## src/pkg/mpd_defines.vh

```
// constants for the multiply, control and i/o decode block
`ifndef MPD_DEFINES_VH
`define MPD_DEFINES_VH
// upper-byte opcodes
`define MPD_OP_LOAD_MULT      8'h6a
`define MPD_OP_LOAD_MULT_ACC  8'h6c
`define MPD_OP_LOAD_ACC_MOVE  8'h6b
`define MPD_OP_MULT_MEM       8'h6d
`define MPD_OP_SHIFT_UP       8'h69
`define MPD_OP_PROG_TO_DATA   8'h67
`define MPD_OP_DATA_TO_PROG   8'h7d
`define MPD_OP_STATUS_RESTORE 8'h7b
`define MPD_OP_STATUS_SAVE    8'h7c
`define MPD_OP_GROUP_7F       8'h7f
// low-byte codes under the 7f group
`define MPD_LO_NOP            8'h80
`define MPD_LO_INT_DISABLE    8'h81
`define MPD_LO_INT_ENABLE     8'h82
`define MPD_LO_SAT_OFF        8'h8a
`define MPD_LO_SAT_ON         8'h8b
`define MPD_LO_PUSH           8'h9c
`define MPD_LO_POP            8'h9d
`define MPD_LO_PROD_TO_ACC    8'h8e
`define MPD_LO_ADD_PROD       8'h8f
`define MPD_LO_SUB_PROD       8'h90
// prefixes
`define MPD_PFX_MULT_CONST    3'h4
`define MPD_PFX_PORT_IN       5'h08
`define MPD_PFX_PORT_OUT      5'h09
// field positions
`define MPD_MODE_BIT          7
`define MPD_AUX_SEL_BIT       0
`define MPD_SAT_BIT           1
`define MPD_INT_OFF_BIT       2
// reset values
`define MPD_RST_STATUS        16'h0004
// cycle counts
`define MPD_CYC_PORT          2
`define MPD_CYC_STACK         2
`define MPD_CYC_TABLE         3
`endif

```

## src/core/mpd_fifo.v

```verilog
// parameterised fifo holding instruction words ahead of the decoder
`timescale 1ns/1ps
module mpd_fifo #(
   parameter WIDTH = 16,
   parameter DEPTH = 32,
   parameter AW    = 5
)(
   // clock and reset
   input  wire             i_mclk,
   input  wire             i_rst,
   // fill side
   input  wire             i_in_valid,
   output wire             o_in_ready,
   input  wire [WIDTH-1:0] i_in_data,
   // drain side
   output wire             o_out_valid,
   input  wire             i_out_ready,
   output wire [WIDTH-1:0] o_out_data
);
   reg [WIDTH-1:0] mem [0:DEPTH-1]; // word storage
   reg [AW-1:0]    wr_ptr;          // next write slot
   reg [AW-1:0]    rd_ptr;          // next read slot
   reg [AW:0]      count;           // words held
   wire            do_wr;
   wire            do_rd;

   assign o_in_ready  = (count != DEPTH[AW:0]);
   assign o_out_valid = (count != {(AW+1){1'b0}});
   assign o_out_data  = mem[rd_ptr];
   assign do_wr       = i_in_valid & o_in_ready;
   assign do_rd       = o_out_valid & i_out_ready;

   ////////////////////////////////////////////////////////////////////////
   // storage write, no reset needed on data
   always @(posedge i_mclk)
   begin
      if (do_wr)
         mem[wr_ptr] <= i_in_data;
   end

   // pointers and occupancy
   always @(posedge i_mclk)
   begin
      if (i_rst)
      begin
         wr_ptr <= {AW{1'b0}};
         rd_ptr <= {AW{1'b0}};
         count  <= {(AW+1){1'b0}};
      end
      else
      begin
         if (do_wr)
            wr_ptr <= (wr_ptr == DEPTH[AW-1:0] - 1'b1) ? {AW{1'b0}} : wr_ptr + 1'b1;
         if (do_rd)
            rd_ptr <= (rd_ptr == DEPTH[AW-1:0] - 1'b1) ? {AW{1'b0}} : rd_ptr + 1'b1;
         if (do_wr & ~do_rd)
            count <= count + 1'b1;
         else if (do_rd & ~do_wr)
            count <= count - 1'b1;
      end
   end
endmodule // mpd_fifo

```

## src/core/mpd_stack.v

```verilog
// four-level return stack used by push and pop
`timescale 1ns/1ps
module mpd_stack #(
   parameter WIDTH  = 12,
   parameter LEVELS = 4
)(
   // clock and reset
   input  wire             i_mclk,
   input  wire             i_rst,
   // operations
   input  wire             i_push,
   input  wire             i_pop,
   input  wire [WIDTH-1:0] i_data,
   output wire [WIDTH-1:0] o_top
);
   reg [WIDTH-1:0] lvl [0:LEVELS-1]; // level 0 is the top
   genvar g;

   assign o_top = lvl[0];

   ////////////////////////////////////////////////////////////////////////
   // each level shifts down on push, up on pop; bottom repeats on pop
   generate
      for (g = 0; g < LEVELS; g = g + 1)
      begin : g_lvl
         always @(posedge i_mclk)
         begin
            if (i_rst)
               lvl[g] <= {WIDTH{1'b0}};
            else if (i_push)
               lvl[g] <= (g == 0) ? i_data : lvl[(g == 0) ? 0 : g-1];
            else if (i_pop)
               lvl[g] <= lvl[(g == LEVELS-1) ? g : g+1];
         end
      end
   endgenerate
endmodule // mpd_stack

```

## src/core/mpd_core.v

```verilog
// decode and execute of the multiply, control and i/o instruction groups
// Behaviour
// RULE_01 - add product to accumulator, one cycle
// RULE_02 - load multiplicand and add product, one cycle
// RULE_03 - load, accumulate and shift word up
// RULE_04 - multiply multiplicand by memory word into product
// RULE_05 - prefix 100 multiplies constant into product
// RULE_06 - product replaces accumulator in one cycle
// RULE_07 - subtract product from accumulator, one cycle
// RULE_08 - pop stack top into accumulator, two cycles
// RULE_09 - push accumulator onto stack, two cycles
// RULE_10 - copy data word to next address
// RULE_11 - port in/out, two cycles, three-bit port
// RULE_12 - program to data copy, three cycles
// RULE_13 - data to program copy, three cycles
// RULE_14 - mode bit selects indirect via aux register
// RULE_15 - direct address is page bit plus seven
// RULE_16 - port number on low three address lines
// RULE_17 - status bits set, cleared, saved, restored
// RULE_18 - multicycle instructions stall the next fetch
`timescale 1ns/1ps
`include "mpd_defines.vh"
module mpd_core #(
   parameter FIFO_DEPTH = 32,
   parameter FIFO_AW    = 5
)(
   // clock and reset
   input  wire        i_mclk,
   input  wire        i_rst,
   // instruction stream in
   input  wire        i_instr_valid,
   output wire        o_instr_ready,
   input  wire [15:0] i_instr,
   // machine state from the rest of the core
   input  wire [31:0] i_acc,
   input  wire [7:0]  i_aux0,
   input  wire [7:0]  i_aux1,
   input  wire        i_data_page,
   input  wire [11:0] i_tbl_addr,
   // data memory, read is combinational, write takes effect at the edge
   output reg  [7:0]  o_dmem_addr,
   input  wire [15:0] i_dmem_rdata,
   output reg         o_dmem_we,
   output reg  [7:0]  o_dmem_waddr,
   output reg  [15:0] o_dmem_wdata,
   // program memory table access
   output reg  [11:0] o_pmem_addr,
   output reg         o_pmem_re,
   input  wire [15:0] i_pmem_rdata,
   output reg         o_pmem_we,
   output reg  [15:0] o_pmem_wdata,
   // port bus
   output reg  [2:0]  o_port_addr,
   output reg         o_port_re,
   output reg         o_port_we,
   output reg  [15:0] o_port_wdata,
   input  wire [15:0] i_port_rdata,
   // results
   output reg         o_acc_we,
   output reg  [31:0] o_acc_wdata,
   output reg  [15:0] o_mult,
   output reg  [31:0] o_prod,
   output reg  [15:0] o_status,
   output wire        o_int_off,
   output wire        o_sat_on,
   output wire [11:0] o_stack_top
);
   ////////////////////////////////////////////////////////////////////////
   // states, one-hot
   localparam [3:0] ST_IDLE = 4'h1; // take a new word
   localparam [3:0] ST_W1   = 4'h2; // second cycle of a multicycle op
   localparam [3:0] ST_W2   = 4'h4; // third cycle of a table op
   localparam [3:0] ST_EXEC = 4'h8; // unused code guard

   reg  [3:0]  state;         // sequencer state
   reg  [3:0]  next_state;
   reg  [15:0] op;            // held instruction of a multicycle op
   reg  [7:0]  op_addr;       // held operand address

   wire        f_valid;       // fifo has a word
   wire [15:0] f_word;        // fifo head
   reg         f_take;        // pop the fifo head
   wire [15:0] cur;           // word being decoded this cycle
   wire [7:0]  opa;           // effective operand address
   wire [7:0]  hi;
   wire [7:0]  lo;

   reg         stk_push;
   reg         stk_pop;
   wire [11:0] stk_top;

   // the fifo decouples fetch from execution so a stall only backs up the fetch
   mpd_fifo #(
      .WIDTH (16),
      .DEPTH (FIFO_DEPTH),
      .AW    (FIFO_AW)
   ) u_fifo (
      .i_mclk      (i_mclk),
      .i_rst       (i_rst),
      .i_in_valid  (i_instr_valid),
      .o_in_ready  (o_instr_ready),
      .i_in_data   (i_instr),
      .o_out_valid (f_valid),
      .i_out_ready (f_take),
      .o_out_data  (f_word)
   );

   // return stack, twelve bits wide like the program counter
   mpd_stack #(
      .WIDTH  (12),
      .LEVELS (4)
   ) u_stack (
      .i_mclk (i_mclk),
      .i_rst  (i_rst),
      .i_push (stk_push),
      .i_pop  (stk_pop),
      .i_data (i_acc[11:0]),
      .o_top  (stk_top)
   );

   assign o_stack_top = stk_top;
   assign o_int_off   = o_status[`MPD_INT_OFF_BIT];
   assign o_sat_on    = o_status[`MPD_SAT_BIT];

   ////////////////////////////////////////////////////////////////////////
   // address generation for the word at the fifo head
   assign cur = f_word;
   assign hi  = cur[15:8];
   assign lo  = cur[7:0];
   // indirect takes the low byte of the selected aux register
   assign opa = cur[`MPD_MODE_BIT] ?
                (o_status[`MPD_AUX_SEL_BIT] ? i_aux1 : i_aux0) : // see RULE_14
                {i_data_page, cur[6:0]};                       // see RULE_15

   ////////////////////////////////////////////////////////////////////////
   // combinational decode and sequencing
   always @*
   begin
      next_state   = state;
      f_take       = 1'b0;
      stk_push     = 1'b0;
      stk_pop      = 1'b0;

      o_dmem_addr  = opa;
      o_dmem_we    = 1'b0;
      o_dmem_waddr = opa + 8'h01;
      o_dmem_wdata = i_dmem_rdata;

      o_pmem_addr  = i_tbl_addr;
      o_pmem_re    = 1'b0;
      o_pmem_we    = 1'b0;
      o_pmem_wdata = i_dmem_rdata;

      o_port_addr  = cur[10:8];
      o_port_re    = 1'b0;
      o_port_we    = 1'b0;
      o_port_wdata = i_dmem_rdata;

      // one branch per sequencer state
      case (state)
         ST_IDLE:
         begin
            if (f_valid)
            begin
               if (hi[7:5] == `MPD_PFX_MULT_CONST)
                  f_take = 1'b1;
               else if (hi[7:3] == `MPD_PFX_PORT_IN || hi[7:3] == `MPD_PFX_PORT_OUT)
                  next_state = ST_W1;                       // see RULE_11
               else if (hi == `MPD_OP_PROG_TO_DATA || hi == `MPD_OP_DATA_TO_PROG)
                  next_state = ST_W1;                       // see RULE_12
               else if (hi == `MPD_OP_GROUP_7F &&
                        (lo == `MPD_LO_PUSH || lo == `MPD_LO_POP))
                  next_state = ST_W1;                       // see RULE_09
               else
               begin
                  f_take = 1'b1;

                  // shifts write the word to the next higher address
                  if (hi == `MPD_OP_SHIFT_UP || hi == `MPD_OP_LOAD_ACC_MOVE)
                     o_dmem_we = 1'b1;                      // see RULE_10

                  // status save writes the status word
                  if (hi == `MPD_OP_STATUS_SAVE)
                  begin
                     o_dmem_we    = 1'b1;                   // see RULE_17
                     o_dmem_waddr = opa;
                     o_dmem_wdata = o_status;
                  end
               end
            end
         end

         ST_W1:
         begin
            // operand address held from the first cycle
            o_dmem_addr  = op_addr;
            o_dmem_waddr = op_addr;
            o_port_addr  = op[10:8];                        // see RULE_16

            if (op[15:11] == `MPD_PFX_PORT_IN)
            begin
               o_port_re    = 1'b1;
               o_dmem_we    = 1'b1;
               o_dmem_wdata = i_port_rdata;                 // see RULE_11
               next_state   = ST_IDLE;
               f_take       = 1'b1;
            end
            else if (op[15:11] == `MPD_PFX_PORT_OUT)
            begin
               o_port_we  = 1'b1;                           // see RULE_11
               next_state = ST_IDLE;
               f_take     = 1'b1;
            end
            else if (op[15:8] == `MPD_OP_GROUP_7F)
            begin
               stk_push   = (op[7:0] == `MPD_LO_PUSH);      // see RULE_09
               stk_pop    = (op[7:0] == `MPD_LO_POP);       // see RULE_08
               next_state = ST_IDLE;
               f_take     = 1'b1;                           // see RULE_18
            end
            else
            begin
               // table ops: program read strobe in the second cycle, program write strobe in the third
               o_pmem_re  = (op[15:8] == `MPD_OP_PROG_TO_DATA);
               next_state = ST_W2;
            end
         end

         ST_W2:
         begin
            o_dmem_addr  = op_addr;
            o_dmem_waddr = op_addr;

            if (op[15:8] == `MPD_OP_PROG_TO_DATA)
            begin
               o_dmem_we    = 1'b1;
               o_dmem_wdata = i_pmem_rdata;                 // see RULE_12
            end
            else
               o_pmem_we = 1'b1;                            // see RULE_13
            next_state = ST_IDLE;
            f_take     = 1'b1;                              // see RULE_18
         end

         default:
            next_state = ST_IDLE;
      endcase
   end

   ////////////////////////////////////////////////////////////////////////
   // sequencer and held operand
   always @(posedge i_mclk)
   begin
      if (i_rst)
      begin
         state   <= ST_IDLE;
         op      <= 16'h0000;
         op_addr <= 8'h00;
      end
      else
      begin
         state <= next_state;

         if (state == ST_IDLE)
         begin
            op      <= cur;
            op_addr <= opa;
         end
      end
   end

   ////////////////////////////////////////////////////////////////////////
   // multiplier, product, accumulator write and status
   always @(posedge i_mclk)
   begin
      if (i_rst)
      begin
         o_mult      <= 16'h0000;
         o_prod      <= 32'h00000000;
         o_acc_we    <= 1'b0;
         o_acc_wdata <= 32'h00000000;
         o_status    <= `MPD_RST_STATUS;
      end
      else
      begin
         o_acc_we <= 1'b0;
         if (state == ST_IDLE && f_valid)
         begin
            // constant multiply: thirteen-bit signed constant
            if (hi[7:5] == `MPD_PFX_MULT_CONST)
               o_prod <= $signed(o_mult) * $signed({{3{cur[12]}}, cur[12:0]}); // see RULE_05
            else if (hi == `MPD_OP_MULT_MEM)
               o_prod <= $signed(o_mult) * $signed(i_dmem_rdata);  // see RULE_04

            if (hi == `MPD_OP_LOAD_MULT || hi == `MPD_OP_LOAD_MULT_ACC ||
                hi == `MPD_OP_LOAD_ACC_MOVE)
               o_mult <= i_dmem_rdata;                             // see RULE_02

            if (hi == `MPD_OP_LOAD_MULT_ACC || hi == `MPD_OP_LOAD_ACC_MOVE ||
                (hi == `MPD_OP_GROUP_7F && lo == `MPD_LO_ADD_PROD))
            begin
               o_acc_we    <= 1'b1;
               o_acc_wdata <= i_acc + o_prod;                      // see RULE_01
            end

            if (hi == `MPD_OP_LOAD_ACC_MOVE)
               o_acc_we <= 1'b1;                                   // see RULE_03

            if (hi == `MPD_OP_GROUP_7F && lo == `MPD_LO_PROD_TO_ACC)
            begin
               o_acc_we    <= 1'b1;
               o_acc_wdata <= o_prod;                              // see RULE_06
            end

            if (hi == `MPD_OP_GROUP_7F && lo == `MPD_LO_SUB_PROD)
            begin
               o_acc_we    <= 1'b1;
               o_acc_wdata <= i_acc - o_prod;                      // see RULE_07
            end

            // status bit updates
            if (hi == `MPD_OP_GROUP_7F && lo == `MPD_LO_INT_DISABLE)
               o_status[`MPD_INT_OFF_BIT] <= 1'b1;                 // see RULE_17

            if (hi == `MPD_OP_GROUP_7F && lo == `MPD_LO_INT_ENABLE)
               o_status[`MPD_INT_OFF_BIT] <= 1'b0;

            if (hi == `MPD_OP_GROUP_7F && lo == `MPD_LO_SAT_ON)
               o_status[`MPD_SAT_BIT] <= 1'b1;

            if (hi == `MPD_OP_GROUP_7F && lo == `MPD_LO_SAT_OFF)
               o_status[`MPD_SAT_BIT] <= 1'b0;

            if (hi == `MPD_OP_STATUS_RESTORE)
               o_status <= {13'h0000, i_dmem_rdata[2:0]};          // see RULE_17
         end

         // pop lands in the accumulator at the end of the second cycle
         if (state == ST_W1 && op[15:8] == `MPD_OP_GROUP_7F && op[7:0] == `MPD_LO_POP)
         begin
            o_acc_we    <= 1'b1;
            o_acc_wdata <= {20'h00000, stk_top};                   // see RULE_08
         end
      end
   end
endmodule // mpd_core

```

## config.mk

```make
export PLATFORM = sky130hd
export DESIGN_NAME = mpd_core
export DESIGN_NICKNAME = d
export VERILOG_FILES = /design/src/core/mpd_fifo.v /design/src/core/mpd_stack.v /design/src/core/mpd_core.v
export VERILOG_INCLUDE_DIRS = /design/src /design/src/pkg
export SDC_FILE = /design/constraint.sdc
export NUM_CORES = 2
export LEC_CHECK = 0
export BUFFER_PORTS_ARGS = -buffer_cell sky130_fd_sc_hd__buf_2
export CORE_ASPECT_RATIO = 0.9
export CORE_UTILIZATION = 40
export CTS_CLUSTER_SIZE = 14
export DETAILED_ROUTE_END_ITERATION = 10
export GPL_ROUTABILITY_DRIVEN = 0
export MAX_ROUTING_LAYER = met4
export PLACE_DENSITY = 0.64
export SYNTH_ARGS = -nofsm -noshare
export SYNTH_HDL_FRONTEND = slang
export SYNTH_SLANG_ARGS = --single-unit
export TNS_END_PERCENT = 100
```

## constraint.sdc

```tcl
create_clock -name i_mclk -period 11.5 [get_ports i_mclk]
set_input_delay 0 -clock i_mclk [delete_from_list [all_inputs] [get_ports i_mclk]]
set_output_delay 0 -clock i_mclk [all_outputs]
set_load 0.01 [all_outputs]
```

==> out/results.ini <==
[outcome]
status=completed

[timing]
period_share=0.7996
worst_slew_pin_slew_ns=1.195
rsz0062_at_grt=false
relSlewSlack=0.1986
hold_viol_final=0
finalSetupViolations=0
fin_skew_ns=0.04443
tns_ns=0
slew_violations=0
fmax_mhz=108.8
min_period_ns=9.195

[synth]
yosysWarnings=0
yosysUniqueCellTypes=96
synth_seq_cells=692
ys.flop_type=edfxtp_1
synth_edf_count=560
yosysSeqAreaShare=0.3900
async_reset_ff_frac=0
syn-instance-count=4442
syn_area_per_cell_sq_um=11.23
syn_area_sq_um=49890

[global_route]
grt_pass1_vias=34715
grt_max_degree=90
antenna_found_initial=4
overflow=0
grt_pass1_wl_um=213300
grt_usage=0.2293

[route]
drt-initial-drc-count=3496
first_pass_iters=9
via_count=34983
drc=0
drt_wl_total_um=141000
drt.antenna.violating_nets=0
avgRoutedWirePerCell_um=22.27
via_per_inst=5.525

[cts]
clk_pin_slew_ns=0.06
postCtsSetupBuffers=0
clockBufferDepth=3
cts_buffers=74
clk_latency_ns=0.69
cts-root-buf=clkbuf_16
cts_hold_buf=55
cts_tree=done
cts_resized=0
cts_sinks=692
htreeDepth=3

[worst_setup_path]
path_cells=buf_4, mux4_2, a22oi_1, nand4_1, buf_4, and2_1, fa_1, inv_1, fa_1, inv_1, fa_1, fa_1, fa_1, fa_1, ha_1, a21oi_1, nand2_1, o211a_1, o311a_1, o31ai_1, a21oi_1, or3_1, a31oi_1, a221oi_1
endpoint_kind=flop
slowest_stage=nand4_1
cp_max_fo=34
crit_type=reg2reg
reg2reg_depth=24
crit_top_cell=fa_1
critical_path.max_stage_delay_ns=0.79
cp.required_ns=11.98
worst_setup_path_start_kind=flop
rr_endpoint=o_prod[28]$_SDFFE_PP0P_
regToRegSetupSlack_ns=2.30
cp.arrival_ns=9.68

[final_layout]
instances_no_fill=6332
layout_commonest_cell=inv_1
final_area_sq_um=55580
multi_input_area_sq_um=26880
layout_common_cells=569 x inv_1, 560 x edfxtp_1, 460 x fa_1
drive_above_1_share=0.1319
seq_area_sq_um=19470
fin_nets=5476
final.fill_count=11296
area_growth_pct=11.41

[worst_hold_path]
min_to=o_pmem_addr[5]
holdPathStages=0
hold_class=in2out
min_from=i_tbl_addr[5]

[floorplan]
die_h_um=337.0
io_pins=324
floorplan.initialDensity=0.4045
die_area_sq_um=126100
core_sq_um=123300
row_count=122
die_w_um=374.3

[power]
peakVddDrop_uv=106.4
p_leak_uw=0.02226
p_per_area_nw_per_um2=165.3

[placement]
dp.cells=6139
dpl_cell_area_sq_um=52630
dp_hpwl_um=99610
portBuffers=286

[job]
cap_viol_max_count=0

[critical path, delay by kind of cell, from the launching register on]
family,cells,cell delay (ns)
buffers and inverters,4,1.11
muxes,1,0.38
and+or+nand+nor,4,1.46
DFF,1,0.59
AOI/OAI and AO/OA,8,2.13
adders and majority gates,7,3.23
[final cells by class]
| type | instances | area share |
|---|---|---|
| Antenna cell | 3 | 0.0001351 |
| Clock buffer | 104 | 0.03734 |
| Clock inverter | 31 | 0.005830 |
| Inverter | 572 | 0.03863 |
| Multi-Input combinational cell | 2889 | 0.4835 |
| Sequential cell | 692 | 0.3502 |
| Tap cell | 1612 | 0.03629 |
| Timing Repair Buffer | 429 | 0.04804 |
[cell usage after synthesis, drive strengths merged (10+ instances only)]
| cell type | number | area, sq um |
|---|---|---|
| inv | 569 | 2136 |
| edfxtp | 560 | 16820 |
| fa | 460 | 9209 |
| nand2 | 365 | 1373 |
| nor2 | 258 | 975.9 |
| ha | 230 | 2878 |
| and2 | 209 | 1308 |
| clkbuf | 184 | 690.7 |
| a21oi | 173 | 865.8 |
| mux2i | 158 | 1582 |
| dfxtp | 132 | 2643 |
| buf | 117 | 827.0 |
| o21ai | 95 | 475.5 |
| mux4 | 79 | 1779 |
| nand3 | 73 | 370.4 |
| nor3 | 64 | 325.3 |
| xnor2 | 64 | 560.5 |
| a22oi | 62 | 465.5 |
| nand2b | 54 | 337.8 |
| a22o | 46 | 402.9 |
| a211oi | 42 | 315.3 |
| nor2b | 39 | 244.0 |
| xor2 | 29 | 254.0 |
| a21o | 28 | 210.2 |
| a221oi | 24 | 222.7 |
| or3 | 24 | 150.1 |
| and3 | 23 | 143.9 |
| a31oi | 22 | 158.9 |
| nand3b | 21 | 157.7 |
| o21a | 17 | 127.6 |
| a222oi | 16 | 160.2 |
| mux2 | 16 | 180.2 |
| o21bai | 16 | 120.1 |
| nand4 | 14 | 93.84 |
| o22ai | 11 | 75.07 |
| o211ai | 10 | 75.07 |
| or2 | 10 | 62.56 |
[cells by family (layout without fill, tap and decap cells)]
| kind of cell | Yosys count | in the layout | synth area share |
|---|---|---|---|
| compound gates | 646 | 646 | 0.08913 |
| mux | 253 | 253 | 0.07097 |
| xor+xnor | 93 | 93 | 0.01633 |
| simple gates | 1194 | 1194 | 0.1178 |
| flops | 692 | 692 | 0.3900 |
| other cells | 1 | 16 | 0.00007516 |
| buf+inv | 873 | 1136 | 0.07345 |
| fa+ha+maj | 690 | 690 | 0.2423 |
[flip-flops by register name, summed over array words and instances, names as in the netlist, 6 cells and up, named ones only]
| signal | cells |
|---|---|
| u_fifo.mem | 512 |
| u_stack.lvl | 48 |
| o_acc_wdata | 32 |
| o_prod | 32 |
| o_mult | 16 |
| op | 16 |
| op_addr | 8 |
| u_fifo.count | 6 |
[metrics by stage]
stage / setup WS [ns] / hold slack [ns] / util / total power [uW]
after detailed placement: 2.366 / 0.00006862 / 0.4267 / 6792
after CTS: 2.282 / 0.00006862 / 0.4506 / 9193
after floorplan: 3.023 / 0.09177 / - / 5582
after global routing: 1.647 / 0.00001731 / 0.4506 / 9701
final: 2.305 / 0.000004445 / 0.4507 / 9189
after global placement: 2.547 / 0.00006862 / 0.4267 / 6749
[how the worst max path moves through the flow]
stage | startpoint | endpoint | slack (ns) | depth (start not counted)
finish | flop | o_prod[28]$_SDFFE_PP0P_ | 2.30 | 24
global route | flop | o_prod[31]$_SDFFE_PP0P_ | 1.65 | 24
CTS | flop | o_prod[29]$_SDFFE_PP0P_ | 2.28 | 24
detailed placement | flop | o_prod[29]$_SDFFE_PP0P_ | 2.37 | 24
global placement | flop | o_prod[29]$_SDFFE_PP0P_ | 2.55 | 24
floorplan | flop | o_prod[28]$_SDFFE_PP0P_ | 3.02 | 29
[power breakdown]
group          total (uW)  switching (uW)  internal, uW  leakage, uW
logic                3780            2380          1400       0.0149
clock network        2370            1050          1320      0.00116
registers            3040             198          2840      0.00618
[routing by layer]
metal / vias to the layer above / routed length [um] / GRT usage
li1: 15612 / - / -
met1: 17825 / 61650 / 0.3125
met2: 1353 / 65260 / 0.3583
met3: 193 / 10570 / 0.03612
met4: 0 / 3509 / 0.05746
met5: - / 0 / -
(Power assumes the default switching activity.)
